[src/include/ibdd_pkg.sv]
// Shared constants and types for the index, BCD and divide datapath.
// Assumes one clock domain; opcodes arrive already fetched.
package ibdd_pkg;

    typedef enum logic [0:0] {
        IBDD_IDLE = 1'b0,
        IBDD_EXEC = 1'b1
    } ibdd_state_type;

    typedef enum logic [2:0] {
        IBDD_CLS_NONE  = 3'b000,
        IBDD_CLS_CLEAR = 3'b001,
        IBDD_CLS_CMP   = 3'b010,
        IBDD_CLS_ADJ   = 3'b011,
        IBDD_CLS_DEC   = 3'b100,
        IBDD_CLS_DIV   = 3'b101
    } ibdd_cls_type;

    typedef enum logic [1:0] {
        IBDD_SRC_ACC = 2'b00,
        IBDD_SRC_IDX = 2'b01,
        IBDD_SRC_MEM = 2'b10
    } ibdd_src_type;

    // Opcodes; the stack form of the decrement is a prefixed page
    localparam logic [7:0] IBDD_OP_CLEAR_HI = 8'h8C;
    localparam logic [7:0] IBDD_OP_CMP_IMM  = 8'h65;
    localparam logic [7:0] IBDD_OP_CMP_DIR  = 8'h75;
    localparam logic [7:0] IBDD_OP_ADJ      = 8'h72;
    localparam logic [7:0] IBDD_OP_DEC_DIR  = 8'h3B;
    localparam logic [7:0] IBDD_OP_DEC_ACC  = 8'h4B;
    localparam logic [7:0] IBDD_OP_DEC_IDX  = 8'h5B;
    localparam logic [7:0] IBDD_OP_DEC_IX   = 8'h7B;
    localparam logic [7:0] IBDD_OP_DEC_IX1  = 8'h6B;
    localparam logic [7:0] IBDD_OP_DIVIDE   = 8'h52;

    // Cycle counts per addressing form
    localparam logic [2:0] IBDD_CYC_CLEAR   = 3'h1;
    localparam logic [2:0] IBDD_CYC_CMP_IMM = 3'h3;
    localparam logic [2:0] IBDD_CYC_CMP_DIR = 3'h4;
    localparam logic [2:0] IBDD_CYC_ADJ     = 3'h2;
    localparam logic [2:0] IBDD_CYC_DEC_DIR = 3'h5;
    localparam logic [2:0] IBDD_CYC_DEC_INH = 3'h3;
    localparam logic [2:0] IBDD_CYC_DEC_IX  = 3'h4;
    localparam logic [2:0] IBDD_CYC_DEC_IX1 = 3'h5;
    localparam logic [2:0] IBDD_CYC_DEC_SP1 = 3'h6;
    localparam logic [2:0] IBDD_CYC_DIVIDE  = 3'h7;

    // Program counter steps of the decrement forms
    localparam logic [15:0] IBDD_PC_STEP_2 = 16'h0002;
    localparam logic [15:0] IBDD_PC_STEP_3 = 16'h0003;
    localparam logic [15:0] IBDD_PC_STEP_4 = 16'h0004;

    // Decimal correction
    localparam logic [7:0] IBDD_ADJ_LO   = 8'h06;
    localparam logic [7:0] IBDD_ADJ_HI   = 8'h60;
    localparam logic [3:0] IBDD_NIB_MAX  = 4'h9;
    localparam logic [7:0] IBDD_BYTE_MAX = 8'h99;

    localparam logic [7:0]  IBDD_RST_BYTE = 8'h00;
    localparam logic [15:0] IBDD_RST_WORD = 16'h0000;
    localparam logic [2:0]  IBDD_CNT_ONE  = 3'h1;

endpackage

[src/design/ibdd_datapath.sv]
// Execution datapath: clear index high, index-pair compare, decimal
// adjust, decrement-and-branch and 16-by-8 divide.
// Assumes a sequencer on the same clock supplies operands with a start
// pulse and writes back the registered results when done pulses.
`timescale 1ns/1ns

// Notes on behaviour
// - Clear-index-high loads zero into the high index byte, clears V and N, sets Z, 1 cycle.
// - Index-pair compare subtracts a 16-bit operand from H:X and only updates flags.
// - Compare sets V on 16-bit signed overflow, N from bit 15, Z when all 16 bits are zero.
// - Compare sets C to the borrow out from index bit 15, operand bit 15 and result bit 15.
// - Decimal adjust fixes A and C from C and H, V undefined, N from bit 7, Z on zero.
// - Decimal adjust adds 00, 06, 60 or 66 and sets C whenever the upper 6 is added.
// - Decrement-and-branch decrements A, X or a memory byte, branches if nonzero, flags kept.
// - Divide without overflow or zero divisor puts H:A divided by X into A, the remainder into H, X unchanged.
// - Divide sets C on quotient overflow or zero divisor, else clears C; 7 cycles.
// - Divide sets Z only when the byte left in A is zero (the kept A on overflow) and keeps the other flags.
module ibdd_datapath (
    input  wire logic        clk,
    input  wire logic        ce,
    input  wire logic        srst,
    input  wire logic        start,
    input  wire logic [7:0]  opcode,
    input  wire logic        page_stack,
    input  wire logic [7:0]  acc_in,
    input  wire logic [15:0] hx_in,
    input  wire logic [15:0] mem_in,
    input  wire logic [15:0] pc_in,
    input  wire logic [7:0]  rel_in,
    input  wire logic        flag_v_in,
    input  wire logic        flag_h_in,
    input  wire logic        flag_n_in,
    input  wire logic        flag_z_in,
    input  wire logic        flag_c_in,
    output logic      [7:0]  acc_r,
    output logic      [15:0] hx_r,
    output logic      [15:0] pc_r,
    output logic      [7:0]  mem_wdata_r,
    output logic             mem_we_r,
    output logic             flag_v_r,
    output logic             flag_h_r,
    output logic             flag_n_r,
    output logic             flag_z_r,
    output logic             flag_c_r,
    output logic             branch_r,
    output logic             busy_r,
    output logic             done_r,
    output logic             illegal_r
);
    import ibdd_pkg::*;

    // Decode of the offered opcode
    wire          plain   = ~page_stack;

    wire          d_clear = plain & (opcode == IBDD_OP_CLEAR_HI);
    wire          d_cimm  = plain & (opcode == IBDD_OP_CMP_IMM);
    wire          d_cdir  = plain & (opcode == IBDD_OP_CMP_DIR);
    wire          d_adj   = plain & (opcode == IBDD_OP_ADJ);
    wire          d_ddir  = plain & (opcode == IBDD_OP_DEC_DIR);
    wire          d_dacc  = plain & (opcode == IBDD_OP_DEC_ACC);
    wire          d_didx  = plain & (opcode == IBDD_OP_DEC_IDX);
    wire          d_dix   = plain & (opcode == IBDD_OP_DEC_IX);
    wire          d_dix1  = plain & (opcode == IBDD_OP_DEC_IX1);
    wire          d_dsp1  = page_stack & (opcode == IBDD_OP_DEC_IX1);
    wire          d_div   = plain & (opcode == IBDD_OP_DIVIDE);

    wire          d_dec   = d_ddir | d_dacc | d_didx | d_dix | d_dix1 | d_dsp1;
    wire          d_cmp   = d_cimm | d_cdir;
    wire          d_known = d_clear | d_cmp | d_adj | d_dec | d_div;

    ibdd_cls_type d_cls;
    ibdd_src_type d_src;
    logic [2:0]   d_cyc;
    logic [15:0]  d_step;

    assign d_cls = d_clear ? IBDD_CLS_CLEAR :
                   d_cmp   ? IBDD_CLS_CMP   :
                   d_adj   ? IBDD_CLS_ADJ   :
                   d_dec   ? IBDD_CLS_DEC   :
                   d_div   ? IBDD_CLS_DIV   : IBDD_CLS_NONE;

    assign d_src = d_dacc ? IBDD_SRC_ACC :
                   d_didx ? IBDD_SRC_IDX : IBDD_SRC_MEM;

    // Cycle budget per form
    assign d_cyc = d_clear ? IBDD_CYC_CLEAR   :
                   d_cimm  ? IBDD_CYC_CMP_IMM :
                   d_cdir  ? IBDD_CYC_CMP_DIR :
                   d_adj   ? IBDD_CYC_ADJ     :
                   d_ddir  ? IBDD_CYC_DEC_DIR :
                   d_dix   ? IBDD_CYC_DEC_IX  :
                   d_dix1  ? IBDD_CYC_DEC_IX1 :
                   d_dsp1  ? IBDD_CYC_DEC_SP1 :
                   d_div   ? IBDD_CYC_DIVIDE  :
                   IBDD_CYC_DEC_INH;

    // Instruction length used as the branch base
    assign d_step = (d_ddir | d_dix1) ? IBDD_PC_STEP_3 :
                    d_dsp1            ? IBDD_PC_STEP_4 :
                    IBDD_PC_STEP_2;

    // Latched operands, held for the whole instruction
    ibdd_state_type state_r;
    ibdd_state_type state_nxt;

    ibdd_cls_type   cls_r;
    ibdd_src_type   src_r;
    logic [2:0]     cnt_r;
    logic [2:0]     cnt_nxt;

    logic [15:0]    step_r;
    logic [7:0]     acc_l_r;
    logic [15:0]    hx_l_r;
    logic [15:0]    mem_l_r;
    logic [15:0]    pc_l_r;
    logic [7:0]     rel_l_r;
    logic [4:0]     flg_l_r;

    // Start while busy is dropped, never queued
    wire take   = (state_r == IBDD_IDLE) & start;
    wire accept = take & d_known;
    wire reject = take & ~d_known;
    wire commit = (state_r == IBDD_EXEC) & (cnt_r == IBDD_CNT_ONE);

    // Starting count equals the form's total; commit lands on the last cycle
    assign cnt_nxt   = accept ? d_cyc :
                       (state_r == IBDD_EXEC) ? cnt_r - IBDD_CNT_ONE : cnt_r;
    assign state_nxt = accept ? IBDD_EXEC :
                       commit ? IBDD_IDLE : state_r;

    always_ff @(posedge clk) begin
        if (srst) begin
            state_r <= IBDD_IDLE;
            cnt_r   <= '0;
        end else if (ce) begin
            state_r <= state_nxt;
            cnt_r   <= cnt_nxt;
        end
    end

    always_ff @(posedge clk) begin
        if (srst) begin
            cls_r   <= IBDD_CLS_NONE;
            src_r   <= IBDD_SRC_ACC;
            step_r  <= IBDD_RST_WORD;
            acc_l_r <= IBDD_RST_BYTE;
            hx_l_r  <= IBDD_RST_WORD;
            mem_l_r <= IBDD_RST_WORD;
            pc_l_r  <= IBDD_RST_WORD;
            rel_l_r <= IBDD_RST_BYTE;
            flg_l_r <= '0;
        end else if (ce & accept) begin
            cls_r   <= d_cls;
            src_r   <= d_src;
            step_r  <= d_step;
            acc_l_r <= acc_in;
            hx_l_r  <= hx_in;
            mem_l_r <= mem_in;
            pc_l_r  <= pc_in;
            rel_l_r <= rel_in;
            flg_l_r <= {flag_v_in, flag_h_in, flag_n_in, flag_z_in, flag_c_in};
        end
    end

    // Flags as sampled at the take
    wire l_v = flg_l_r[4];
    wire l_h = flg_l_r[3];
    wire l_n = flg_l_r[2];
    wire l_z = flg_l_r[1];
    wire l_c = flg_l_r[0];

    // Index-pair compare; only flags leave this path
    wire [15:0] cmp_res = hx_l_r - mem_l_r;
    wire        ix15    = hx_l_r[15];
    wire        m15     = mem_l_r[15];
    wire        r15     = cmp_res[15];
    wire        cmp_v   = (ix15 & ~m15 & ~r15) | (~ix15 & m15 & r15);
    wire        cmp_c   = (~ix15 & m15) | (m15 & r15) | (r15 & ~ix15);
    wire        cmp_z   = (cmp_res == IBDD_RST_WORD);

    // Decimal adjust
    logic [7:0] adj_res;
    logic       adj_c;

    ibdd_dec_adjust u_adj (
        .acc       (acc_l_r),
        .carry_in  (l_c),
        .half_in   (l_h),
        .result    (adj_res),
        .carry_out (adj_c)
    );

    // Decrement and branch
    wire [7:0]  dec_src = (src_r == IBDD_SRC_ACC) ? acc_l_r :
                          (src_r == IBDD_SRC_IDX) ? hx_l_r[7:0] : mem_l_r[7:0];
    wire [7:0]  dec_res = dec_src - 8'h01;
    wire        dec_tk  = (dec_res != IBDD_RST_BYTE);
    // Signed offset, reach -128 to +127
    wire [15:0] rel_ext = {{8{rel_l_r[7]}}, rel_l_r};
    wire [15:0] pc_seq  = pc_l_r + step_r;
    wire [15:0] pc_br   = pc_seq + rel_ext;

    // Divide of H:A by X
    logic [7:0] div_q;
    logic [7:0] div_r;
    logic       div_ovf;

    ibdd_divider #(
        .W (8)
    ) u_div (
        .dvd_hi    (hx_l_r[15:8]),
        .dvd_lo    (acc_l_r),
        .divisor   (hx_l_r[7:0]),
        .quotient  (div_q),
        .remainder (div_r),
        .overflow  (div_ovf)
    );

    // Overflow keeps A and H: the results are indeterminate anyway
    wire [7:0] div_acc = div_ovf ? acc_l_r : div_q;
    wire [7:0] div_hi  = div_ovf ? hx_l_r[15:8] : div_r;

    // Result selection per class
    wire is_clr = (cls_r == IBDD_CLS_CLEAR);
    wire is_cmp = (cls_r == IBDD_CLS_CMP);
    wire is_adj = (cls_r == IBDD_CLS_ADJ);
    wire is_dec = (cls_r == IBDD_CLS_DEC);
    wire is_div = (cls_r == IBDD_CLS_DIV);

    wire [7:0]  res_acc = is_adj ? adj_res :
                          is_div ? div_acc :
                          (is_dec & (src_r == IBDD_SRC_ACC)) ? dec_res : acc_l_r;

    wire [7:0]  res_hi  = is_clr ? IBDD_RST_BYTE :
                          is_div ? div_hi : hx_l_r[15:8];

    wire [7:0]  res_lo  = (is_dec & (src_r == IBDD_SRC_IDX)) ? dec_res
                          : hx_l_r[7:0];
    wire [15:0] res_pc  = is_dec ? (dec_tk ? pc_br : pc_seq) : pc_l_r;

    // V is left as it was on decimal adjust, which is one legal undefined value
    wire res_v = is_clr ? 1'b0 :
                 is_cmp ? cmp_v : l_v;
    wire res_n = is_clr ? 1'b0 :
                 is_cmp ? r15 :
                 is_adj ? adj_res[7] : l_n;
    wire res_z = is_clr ? 1'b1 :
                 is_cmp ? cmp_z :
                 is_adj ? (adj_res == IBDD_RST_BYTE) :
                 is_div ? (div_acc == IBDD_RST_BYTE) : l_z;
    wire res_c = is_cmp ? cmp_c :
                 is_adj ? adj_c :
                 is_div ? div_ovf : l_c;

    // Only memory forms write back
    wire res_we = is_dec & (src_r == IBDD_SRC_MEM);

    // Architectural results; flags not named above pass unchanged
    always_ff @(posedge clk) begin
        if (srst) begin
            acc_r       <= IBDD_RST_BYTE;
            hx_r        <= IBDD_RST_WORD;
            pc_r        <= IBDD_RST_WORD;
            mem_wdata_r <= IBDD_RST_BYTE;
            flag_v_r    <= 1'b0;
            flag_h_r    <= 1'b0;
            flag_n_r    <= 1'b0;
            flag_z_r    <= 1'b0;
            flag_c_r    <= 1'b0;
        end else if (ce & commit) begin
            acc_r       <= res_acc;
            hx_r        <= {res_hi, res_lo};
            pc_r        <= res_pc;
            mem_wdata_r <= res_we ? dec_res : IBDD_RST_BYTE;
            flag_v_r    <= res_v;
            flag_h_r    <= l_h;
            flag_n_r    <= res_n;
            flag_z_r    <= res_z;
            flag_c_r    <= res_c;
        end
    end

    // Status pulses; held frozen when ce is low
    always_ff @(posedge clk) begin
        if (srst) begin
            busy_r    <= 1'b0;
            done_r    <= 1'b0;
            mem_we_r  <= 1'b0;
            branch_r  <= 1'b0;
            illegal_r <= 1'b0;
        end else if (ce) begin
            busy_r    <= (state_nxt == IBDD_EXEC);
            done_r    <= commit;
            mem_we_r  <= commit & res_we;
            branch_r  <= commit & is_dec & dec_tk;
            illegal_r <= reject;
        end
    end
endmodule

[src/design/ibdd_dec_adjust.sv]
// Decimal correction of an accumulator after a BCD addition.
// Purely combinational; the caller registers the result.
`timescale 1ns/1ns
module ibdd_dec_adjust (
    input  wire logic [7:0] acc,
    input  wire logic       carry_in,
    input  wire logic       half_in,
    output logic      [7:0] result,
    output logic            carry_out
);
    import ibdd_pkg::*;

    wire       lo_fix = half_in | (acc[3:0] > IBDD_NIB_MAX);
    // Upper fix covers all of the table's upper-nibble ranges
    wire       hi_fix = carry_in | (acc > IBDD_BYTE_MAX);
    wire [7:0] corr   = (lo_fix ? IBDD_ADJ_LO : IBDD_RST_BYTE)
                      | (hi_fix ? IBDD_ADJ_HI : IBDD_RST_BYTE);

    assign result    = acc + corr;
    assign carry_out = carry_in | hi_fix;
endmodule

[src/design/ibdd_divider.sv]
// Unsigned restoring divide of a 2W-bit dividend by a W-bit divisor.
// Combinational array; overflow and zero divisor are flagged, not solved.
`timescale 1ns/1ns
module ibdd_divider #(
    parameter int W = 8
) (
    input  wire logic [W-1:0] dvd_hi,
    input  wire logic [W-1:0] dvd_lo,
    input  wire logic [W-1:0] divisor,
    output logic      [W-1:0] quotient,
    output logic      [W-1:0] remainder,
    output logic              overflow
);
    if (W < 2) begin : g_bad_width
        $error("ibdd_divider: W must be at least 2");
    end

    logic [W-1:0] rem_s [0:W];

    assign rem_s[0] = dvd_hi;
    // Quotient fits only if the high half is below the divisor
    assign overflow = (divisor == '0) | (dvd_hi >= divisor);

    genvar i;
    generate
        for (i = 0; i < W; i++) begin : g_step
            wire [W:0] trial = {rem_s[i], dvd_lo[W-1-i]};
            wire       fits  = trial >= {1'b0, divisor};
            wire [W:0] diff  = trial - {1'b0, divisor};
            assign quotient[W-1-i] = fits;
            assign rem_s[i+1]      = fits ? diff[W-1:0] : trial[W-1:0];
        end
    endgenerate

    assign remainder = rem_s[W];
endmodule

[config.mk]
export PLATFORM = sky130hd
export DESIGN_NAME = ibdd_datapath
export DESIGN_NICKNAME = d
export VERILOG_FILES = /design/src/include/ibdd_pkg.sv /design/src/design/ibdd_datapath.sv /design/src/design/ibdd_dec_adjust.sv /design/src/design/ibdd_divider.sv
export SDC_FILE = /design/constraint.sdc
export NUM_CORES = 1
export LEC_CHECK = 0
export ABC_CLOCK_PERIOD_IN_PS = 40800
export BUFFER_PORTS_ARGS = -buffer_cell sky130_fd_sc_hd__buf_4
export CORE_MARGIN = 3
export CORE_UTILIZATION = 46
export CTS_BUF_LIST = sky130_fd_sc_hd__clkbuf_8
export DETAILED_ROUTE_END_ITERATION = 12
export PLACE_DENSITY = 0.67
export RECOVER_POWER = 50
export SLEW_MARGIN = 30
export SYNTH_ARGS = -nofsm -noshare
export SYNTH_HDL_FRONTEND = slang
export SYNTH_SLANG_ARGS = --single-unit
[constraint.sdc]
create_clock -name clk -period 40.8 [get_ports clk]
set_input_delay 2.04 -clock clk [delete_from_list [all_inputs] [get_ports clk]]
set_output_delay 2.04 -clock clk [all_outputs]
set_load 0.1 [all_outputs]
---- Word level (Yosys, flattened, before mapping) ----
Cells that the tools add are included.
operators by class
  add/subtract/negate cells ............... 14
  $mul .................................... 0
  divide/modulo/power cells ............... 0
  $lt $le $gt $ge ......................... 11
  equal/unequal tests ..................... 18
  shifts and indexed selects .............. 0
  multiplexer cells ....................... 57
  bitwise logic cells ..................... 54
  reduce and logical (&&, ||, !) cells .... 10
operators by type and width
  kind                 number
  $mux 8               19
  $ge 9x8->1           8
  $eq 8x7->1 const B   8
  $sub 8x8->8          8
  $mux 3               19
  $add 16x16->16       2
  $mux 16              2
  $and 1x1->1          29
  $logic_not 8->1      3
  $or 1x1->1           18
  $logic_not 16->1     1
  $sub 16x16->16       1
  $mux 1               14
  $add 8x8->8          1
  $eq 8x6->1 const B   1
  $eq 8x8->1 const B   1
  $ge 8x8->1           1
  $gt 8x8->1 const B   1
  $or 8x8->8           1
  $reduce_bool 8->1    1
  $sub 8x1->8 const B  1
  $mux 7               1
  $eq 3x1->1 const B   2
  $eq 3x2->1 const B   2
  other kinds (10)     19
storage, ports and cells
  bits in registers ....................... 151
  latch bits .............................. 0
  memory bits (writable) .................. 0
  memory bits (read-only) ................. 0
  input bits .............................. 82
  memories ................................ 0

---- Logic depth before layout (Yosys ltp) ----
Gate-level depths: netlist (run 1).
  depth after elaboration ................. 21
  depth in mapped cells ................... 97
  depth with buffers taken out ............ 92

---- Cells and area by module ----
Synthesis (run 1) repeated with hierarchy kept, for this count alone.
second synthesis, totals
  cells, all modules ...................... 1,638
  area, all modules ....................... 12,608.3 sq um
by module, submodules not included
  module           times used  cells an instance  area an instance (sq um)
  ibdd_datapath    1           1,100              8,419.3
  ibdd_divider     1           514                3,982.6
  ibdd_dec_adjust  1           24                 206.4

---- Worst setup path before layout (run 1) ----
OpenSTA, ideal clock, no wires.
  path kind ............................... register to register
  start point ............................. register hx_l_r[1]
  end point ............................... register hx_r[8]
  library setup time ...................... 70 ps
  arrival ................................. 17,374 ps
  data required time ...................... 40,730 ps
  setup slack ............................. 23,357 ps
  stages on the path, launching flop included .. 91
  period minus slack after synthesis ...... 17,443 ps
  cells stage by stage .................... dfxtp_1 > inv_1 > ha_1 > nand2b_1 > o2bb2ai_1 > a31o_1 > nand2_1 > buf_2 > o21ai_0 > inv_1 > ha_1 > nor2b_1 > o31ai_2 > a21oi_1 > a31oi_1 > o21ai_4 > o21ai_0 > inv_1 > [... 55 more ...] > a2111o_1 > o21ai_2 > buf_2 > nand2_1 > o21ai_0 > ha_1 > nor2b_1 > o21ai_0 > nand2b_1 > a21o_1 > a21o_1 > a21o_1 > a21oi_1 > o21ai_0 > a21o_1 > a211oi_4 > mux2_1 > o21ai_1
between the ends
  cells in the longest elaborated chain, start to end .. 19
RTL lines
  what                                              RTL line                                text
  start: declaration                                ibdd_datapath.sv:113                    logic [15:0] hx_l_r;
  start signal: assignment                          ibdd_datapath.sv:157                    hx_l_r <= hx_in;
  $sub 8x8->8 / $ge 9x8->1 (equally long branches)  ibdd_divider.sv:29, ibdd_divider.sv:28
  $mux 8                                            ibdd_divider.sv:31                      assign rem_s[i+1] = fits ? diff[W-1:0] : trial[W-1:0];
  $sub 8x8->8 / $ge 9x8->1 (equally long branches)  ibdd_divider.sv:29, ibdd_divider.sv:28
  $mux 8                                            ibdd_divider.sv:31
  $sub 8x8->8 / $ge 9x8->1 (equally long branches)  ibdd_divider.sv:29, ibdd_divider.sv:28
  $mux 8                                            ibdd_divider.sv:31
  $sub 8x8->8 / $ge 9x8->1 (equally long branches)  ibdd_divider.sv:29, ibdd_divider.sv:28
  $mux 8                                            ibdd_divider.sv:31
  [... 3 more ...]                                  n/a
  $mux 8                                            ibdd_divider.sv:31
  $sub 8x8->8 / $ge 9x8->1 (equally long branches)  ibdd_divider.sv:29, ibdd_divider.sv:28
  $mux 8                                            ibdd_divider.sv:31
  $ge 9x8->1                                        ibdd_divider.sv:28                      wire fits = trial >= {1'b0, divisor};
  $mux 8                                            ibdd_divider.sv:31
  $mux 8 *                                          ibdd_datapath.sv:221                    wire [7:0] div_hi = div_ovf ? hx_l_r[15:8] : div_r;
  $mux 8 *                                          ibdd_datapath.sv:235                    is_div ? div_hi : hx_l_r[15:8];
  $mux 8 *                                          ibdd_datapath.sv:234                    wire [7:0] res_hi = is_clr ? IBDD_RST_BYTE :
  end signal: assignment                            ibdd_datapath.sv:272                    hx_r <= {res_hi, res_lo};
  end: declaration                                  ibdd_datapath.sv:36                     output logic [15:0] hx_r,
Mark *: on every way between the ends. The rest lies on a longest branch, timed or not.
A chain may end at the register's enable or synchronous reset.

---- Final worst setup path (run 1) ----
Same ends and word-level chain as after synthesis.

==> flow_metrics.tcl, run 1 <==
set metrics [dict create \
    syn_inst 1541 \
    hold_violations 0 \
    syn_avg_cell_area_sq_um 7.62 \
    cpMostUsedCell "o21ai_0" \
    place_ws_ns 21.22 \
    synth_xor_area_frac 0.0627 \
    yosysUniqueCellTypes 89 \
    final-setup-viol-count 0 \
    clock_path_buffers 2 \
    io_buffers 139 \
    worst_slew_margin_rel -0.853 \
    layout.nets 1851 \
    drt_iter0_markers 869 \
    synth_mux_area_frac 0.0530 \
    synth_top_area_frac 0.235 \
    period_share 0.488 \
    crit_path_max_incr_delay_ns 0.53 \
    rows 57 \
    clk_pin_slew_ns 0.08 \
    grt_pass1_vias 11000 \
    max_freq_mhz 50.2 \
    holdWs_ns 0.457 \
    post-route-cell-area_sq_um 13200 \
    final-max-slew-violation-count 110 \
    track_usage 0.254 \
    synth_compound_area_frac 0.247 \
    drive_gt1_frac 0.104 \
    synth_edf_count 0 \
    p_sw_frac 0.517 \
    cp-start-kind "register" \
    cp_max_fo 16 \
    numCtsBuffers 17 \
    status "complete, but fails checks" \
    hold_class "register to register" \
    htree_levels 4 \
    violations "max-capacitance violations, max-slew violations" \
    power_density_nw_per_um2 96.4 \
    clock_skew_ns 0.0176 \
    cap_violations 2 \
    p_seq_frac 0.107 \
    drc 0 \
    cts_hold_buf 0 \
    synthAdderAreaFrac 0.145 \
    synthTopCellsByArea "dfxtp_1, ha_1, a21oi_1" \
    chipHeight_um 166 \
    fin_crit_ns 19.92 \
    coreArea_sq_um 24700 \
    drtPass1Iterations 6 \
    setup_slack_ns 20.88 \
    syn_area_sq_um 11700 \
    slowest_stage "inv_1" \
    cts_setup_buffers 0 \
    synth-simple-area-share 0.207 \
    post-route-util 0.533 \
    yosys_register_bits 138 \
    cts_tree "done" \
    drt-wirelength-per-cell_um 18.2 \
    ys_seq_area_frac 0.235 \
    static-leakage-power_uw 0.00523 \
    drtAntennaViolNets 0 \
    synthArstFlopShare 0 \
    n_antenna_cell 0 \
    worst_pin_slew_ns 2.78 \
    vdd_drop_max_mv 0.153 \
    cts.sinks 138 \
    antenna_found_initial 0 \
    grt_pass1_wl_um 58000 \
    hpwl_um 27800 \
    root_buffer "clkbuf_8" \
    cp-end-kind "register" \
    synth_top_family_by_area "compound AO/OA/AOI/OAI gates" \
    critPathKind "register to register" \
    die_width_um 166 \
    initial_core_util 0.476 \
    rsz0062_at_grt "no" \
    area_growth_syn_to_layout_pct 12.1 \
    worstPathRequired_ns 41.18 \
    yosysWarnings 0 \
    grt_overflow 0 \
    post_dp_cell_area_sq_um 13000 \
    tns_ns 0 \
    globalplace.congestion 0.976 \
    p_int_uw 612 \
    synth_ff_type "dfxtp_1" \
    wl_um 35900 \
    vias_per_cell 5.85 \
    io-pin-count 140 \
    cts_resized 0 \
    combPwrFrac 0.813 \
    vias 11600 \
    die_area_sq_um 27500 \
    worstPathArrival_ns 20.30 \
    grt_max_degree 92 \
    p_clk_frac 0.080 \
    clkLatencyLatePin_ns 0.46 \
    netSwitchingPower_uw 656 \
    synth.largest_area_cell "dfxtp_1" \
    syn-num-nets 1751 \
]
==> kinds of logic after synthesis <==
logic type	Yosys count
and+or+nand+nor	529
AOI/OAI and AO/OA	448
buffers and inverters	155
DFF	138
adders and majority gates	128
xor gates and xnor gates	84
muxes	59
==> through the flow <==
stage	cells	power [uW]
after floorplan	1541	974
after global placement	1945	1140
after CTS	1977	1260
after detailed placement	1945	1150
after global routing	1978	1380
final	1978	1270
==> layout make-up <==
type	instances	area (sq um)
clock inverters	14	100
inverters	86	323
multi-input cells	1248	8420
fillers	2449	11500
clock buffers	18	248
flip-flops and latches	138	2760
well taps	324	405
repair buffers	150	897
==> layout by cell type, fill, tap and decap left out, types with 34 or more instances in the layout <==
master,Yosys,layout
inv_1,86,88
mux2i_1,40,40
o21ai_0,61,61
xnor2_1,50,50
buf_4,0,89
dfxtp_1,138,138
nand2_1,217,217
nor2_1,132,132
clkbuf_1,64,61
ha_1,115,115
a21oi_1,181,181
xor2_1,34,34
==> cells in the mapped netlist (31+ instances only) <==
| cell type | count |
|---|---|
| nand2_1 | 217 |
| a21oi_1 | 181 |
| dfxtp_1 | 138 |
| nor2_1 | 132 |
| ha_1 | 115 |
| inv_1 | 86 |
| clkbuf_1 | 64 |
| o21ai_0 | 61 |
| xnor2_1 | 50 |
| mux2i_1 | 40 |
| xor2_1 | 34 |
| a21o_1 | 31 |
==> registers in the layout, indices dropped and copies added (netlist names), 3 cells and up <==
signal / flops
step_r: 3
cnt_r: 3
mem_l_r: 16
hx_r: 16
rel_l_r: 8
hx_l_r: 16
pc_l_r: 16
pc_r: 16
mem_wdata_r: 8
acc_l_r: 8
flg_l_r: 5
acc_r: 8
cls_r: 3
==> worst max-delay path, delay by kind of cell (launching register included) <==
kind / cells / cell delay, ns
DFF: 1 / 0.30
AOI/OAI and AO/OA: 50 / 11.33
adders and majority gates: 8 / 2.42
and+or+nand+nor: 19 / 3.43
buffers and inverters: 7 / 1.24
muxes: 3 / 1.10
==> final timing paths <==
path / from / to / slack, ns / cells after the start
hold / removal: hx_r[0] / hx_r[0] / 0.46 / 2
hold reg to reg: hx_r[0] / hx_r[0] / 0.46 / 2
setup reg to reg: hx_l_r[1] / hx_r[8] / 20.88 / 87
setup / recovery: hx_l_r[1] / hx_r[8] / 20.88 / 87
==> routing by layer <==
| metal | global-route usage | up-vias | wire, um |
|---|---|---|---|
| met5 | 0 | - | 0 |
| met2 | 0.412 | 382 | 16300 |
| met4 | 0.0774 | 0 | 1060 |
| li1 | - | 5682 | - |
| met3 | 0.0295 | 73 | 2050 |
| met1 | 0.356 | 5436 | 16600 |
==> power groups by stage <==
| stage | clock [uW] | combinational (uW) | sequential (uW) |
|---|---|---|---|
| floorplan | 0 | 835 | 139 |
| CTS | 103 | 1020 | 135 |
| detailed placement | 0 | 1010 | 139 |
| global route | 109 | 1140 | 136 |
| finish | 101 | 1030 | 135 |
| global placement | 0 | 1000 | 139 |
Power figures use the tool's default switching activity.
==> run 2, diff against run 1 <==
--- a/config.mk
+++ b/config.mk
@@ -5,13 +5,13 @@
 export SDC_FILE = /design/constraint.sdc
 export NUM_CORES = 1
 export LEC_CHECK = 0
-export ABC_CLOCK_PERIOD_IN_PS = 40800
+export ABC_CLOCK_PERIOD_IN_PS = 17000
 export BUFFER_PORTS_ARGS = -buffer_cell sky130_fd_sc_hd__buf_4
 export CORE_MARGIN = 3
 export CORE_UTILIZATION = 46
 export CTS_BUF_LIST = sky130_fd_sc_hd__clkbuf_8
 export DETAILED_ROUTE_END_ITERATION = 12
-export PLACE_DENSITY = 0.67
+export PLACE_DENSITY = 0.7
 export RECOVER_POWER = 50
 export SLEW_MARGIN = 30
 export SYNTH_ARGS = -nofsm -noshare
==> constraint.sdc (replaced) <==
create_clock -name clk -period 17 [get_ports clk]
set_input_delay 0.85 -clock clk [delete_from_list [all_inputs] [get_ports clk]]
set_output_delay 0.85 -clock clk [all_outputs]
set_load 0.1 [all_outputs]
==> run 2 against run 1 <==
Effect of this change:
- count of clock-buffer cells in the layout shrank 1
- global-route usage rose by 0.83 points
- largest cell class unchanged
- highest routed layer unchanged
- routed wire length is 6.2% higher
- critical path type unchanged
- the run still ends with max-capacitance violations, max-slew violations left
- sequential share of layout area is 1.1 points lower
- non-clock buffer count is 54 higher
- worst setup slack worse by 20 ns
==> flow_metrics.tcl, run 2 (synthesis gave the netlist of run 1 again) <==
set metrics [dict create \
    status "complete, but fails checks" \
    violations "max-capacitance violations, max-slew violations" \
    drt-wirelength-per-cell_um 18.8 \
    grt-busiest-layer "met2" \
    post-route-util 0.565 \
    cp-end-kind "register" \
    area_growth_syn_to_layout_pct 18.8 \
    cp_max_fo 11 \
    numCtsBuffers 17 \
    p_clk_frac 0.077 \
    vias 11900 \
    tns_ns 0 \
    die_width_um 166 \
    hpwl_um 28900 \
    fin_crit_ns 15.88 \
    drt_iter0_markers 1015 \
    cts.sinks 138 \
    hold_class "register to register" \
    holdWs_ns 0.455 \
    p_seq_frac 0.089 \
    io_buffers 139 \
    grt_overflow 0 \
    num-fill-cells 2391 \
    drtPass1Iterations 6 \
    coreArea_sq_um 24700 \
    worst_slew_margin_rel -1.40 \
    wl_um 38200 \
    period_share 0.934 \
    clock_path_buffers 2 \
    setup_slack_ns 1.12 \
    initial_core_util 0.476 \
    chipHeight_um 166 \
    combPwrFrac 0.834 \
    cap_violations 3 \
    worst_pin_slew_ns 3.60 \
    final-max-slew-violation-count 153 \
    p_sw_frac 0.476 \
    cp-start-kind "register" \
    slowest_stage "a2111o_1" \
    max_freq_mhz 63.0 \
    grtUsageMet3 0.0395 \
    grt_pass1_vias 11100 \
    worstPathRequired_ns 17.36 \
    worstPathArrival_ns 16.24 \
    drtAntennaViolNets 0 \
    multi_input_area_sq_um 8720 \
    cts_tree "done" \
    clk_pin_slew_ns 0.09 \
    clock_skew_ns 0.0135 \
    grt_use_met2 0.413 \
    htree_levels 4 \
    layout.nets 1906 \
    grt_pass1_wl_um 59000 \
    cts_hold_buf 0 \
    rows 57 \
    antenna_found_initial 0 \
    cpMostUsedCell "a21o_1" \
    root_buffer "clkbuf_8" \
    static-leakage-power_uw 0.00557 \
    die_area_sq_um 27500 \
    place_ws_ns -0.0374 \
    n_antenna_cell 0 \
    clkLatencyLatePin_ns 0.48 \
    final-setup-viol-count 0 \
    p_int_uw 1910 \
    layout_common_cells "nand2_1, a21oi_1, buf_4" \
    regArea_sq_um 2770 \
    grt_max_degree 107 \
    use_met1 0.369 \
    vdd_drop_max_mv 0.531 \
    track_usage 0.262 \
    netSwitchingPower_uw 1740 \
    globalplace.congestion 0.964 \
    vias_per_cell 5.85 \
    power_density_nw_per_um2 262 \
    drive_gt1_frac 0.162 \
    drc 0 \
    io-pin-count 140 \
    final_common_cell "nand2_1" \
    hold_violations 0 \
    critPathKind "register to register" \
    crit_path_max_incr_delay_ns 0.43 \
]
==> run 2: cell count changes in the layout (fill, tap and decap cells not counted), sizes merged <==
cell	before	now
buf	89	142
clkinvlp	4	1
inv	92	94
bufinv	0	1
clkinv	4	5
o21ai	79	80
==> run 2: layer usage <==
metal,routed length (um),vias to the layer above
li1,-,5813
met1,17500,5567
met2,17000,431
met3,2500,84
met4,1190,0
met5,0,-
==> run 2: stage by stage <==
stage	std cells	cell area [sq um]	power, uW
after global placement	1987	13400	3110
after CTS	2019	13800	3460
after floorplan	1541	11700	2340
final	2033	13900	3650
after global routing	2033	13900	3930
after detailed placement	1987	13400	3150
==> run 2: worst paths after layout <==
| check | from | to | slack (ns) | cells past startpoint |
|---|---|---|---|---|
| hold / removal | hx_r[1] | hx_r[1] | 0.46 | 2 |
| hold reg to reg | hx_r[1] | hx_r[1] | 0.46 | 2 |
| setup / recovery | hx_l_r[1] | hx_r[9] | 1.12 | 88 |
| setup reg to reg | hx_l_r[1] | hx_r[9] | 1.12 | 88 |
==> run 2: critical path, delay by kind of cell (launching register included) <==
kind	cells	cell delay (ns)
and+or+nand+nor	19	2.62
adders and majority gates	8	2.33
muxes	4	1.35
buffers and inverters	9	1.14
AOI/OAI and AO/OA	48	7.96
DFF	1	0.36
==> run 2: what timing repair did <==
item                                    in CTS  in global routing
gates cloned                                 0                  2
resized for setup                            3                 64
pin swaps                                    0                  8
buffers inserted                             0                 12
endpoints found under the setup margin      10                 10
==> run 2: power by group through the flow <==
stage                     clock network, uW  registers (uW)  logic, uW
after global routing                    299             325       3310
after global placement                    0             332       2780
after CTS                               287             325       2850
after detailed placement                  0             332       2820
after floorplan                           0             333       2000
final                                   282             325       3050
==> run 2: cell type report <==
type	count	share of cell area
Clock inverter	15	0.0125
Tap cell	324	0.0291
Clock buffer	17	0.0168
Inverter	86	0.0234
Sequential cell	138	0.199
Timing Repair Buffer	204	0.0940
Multi-Input combinational cell	1249	0.625
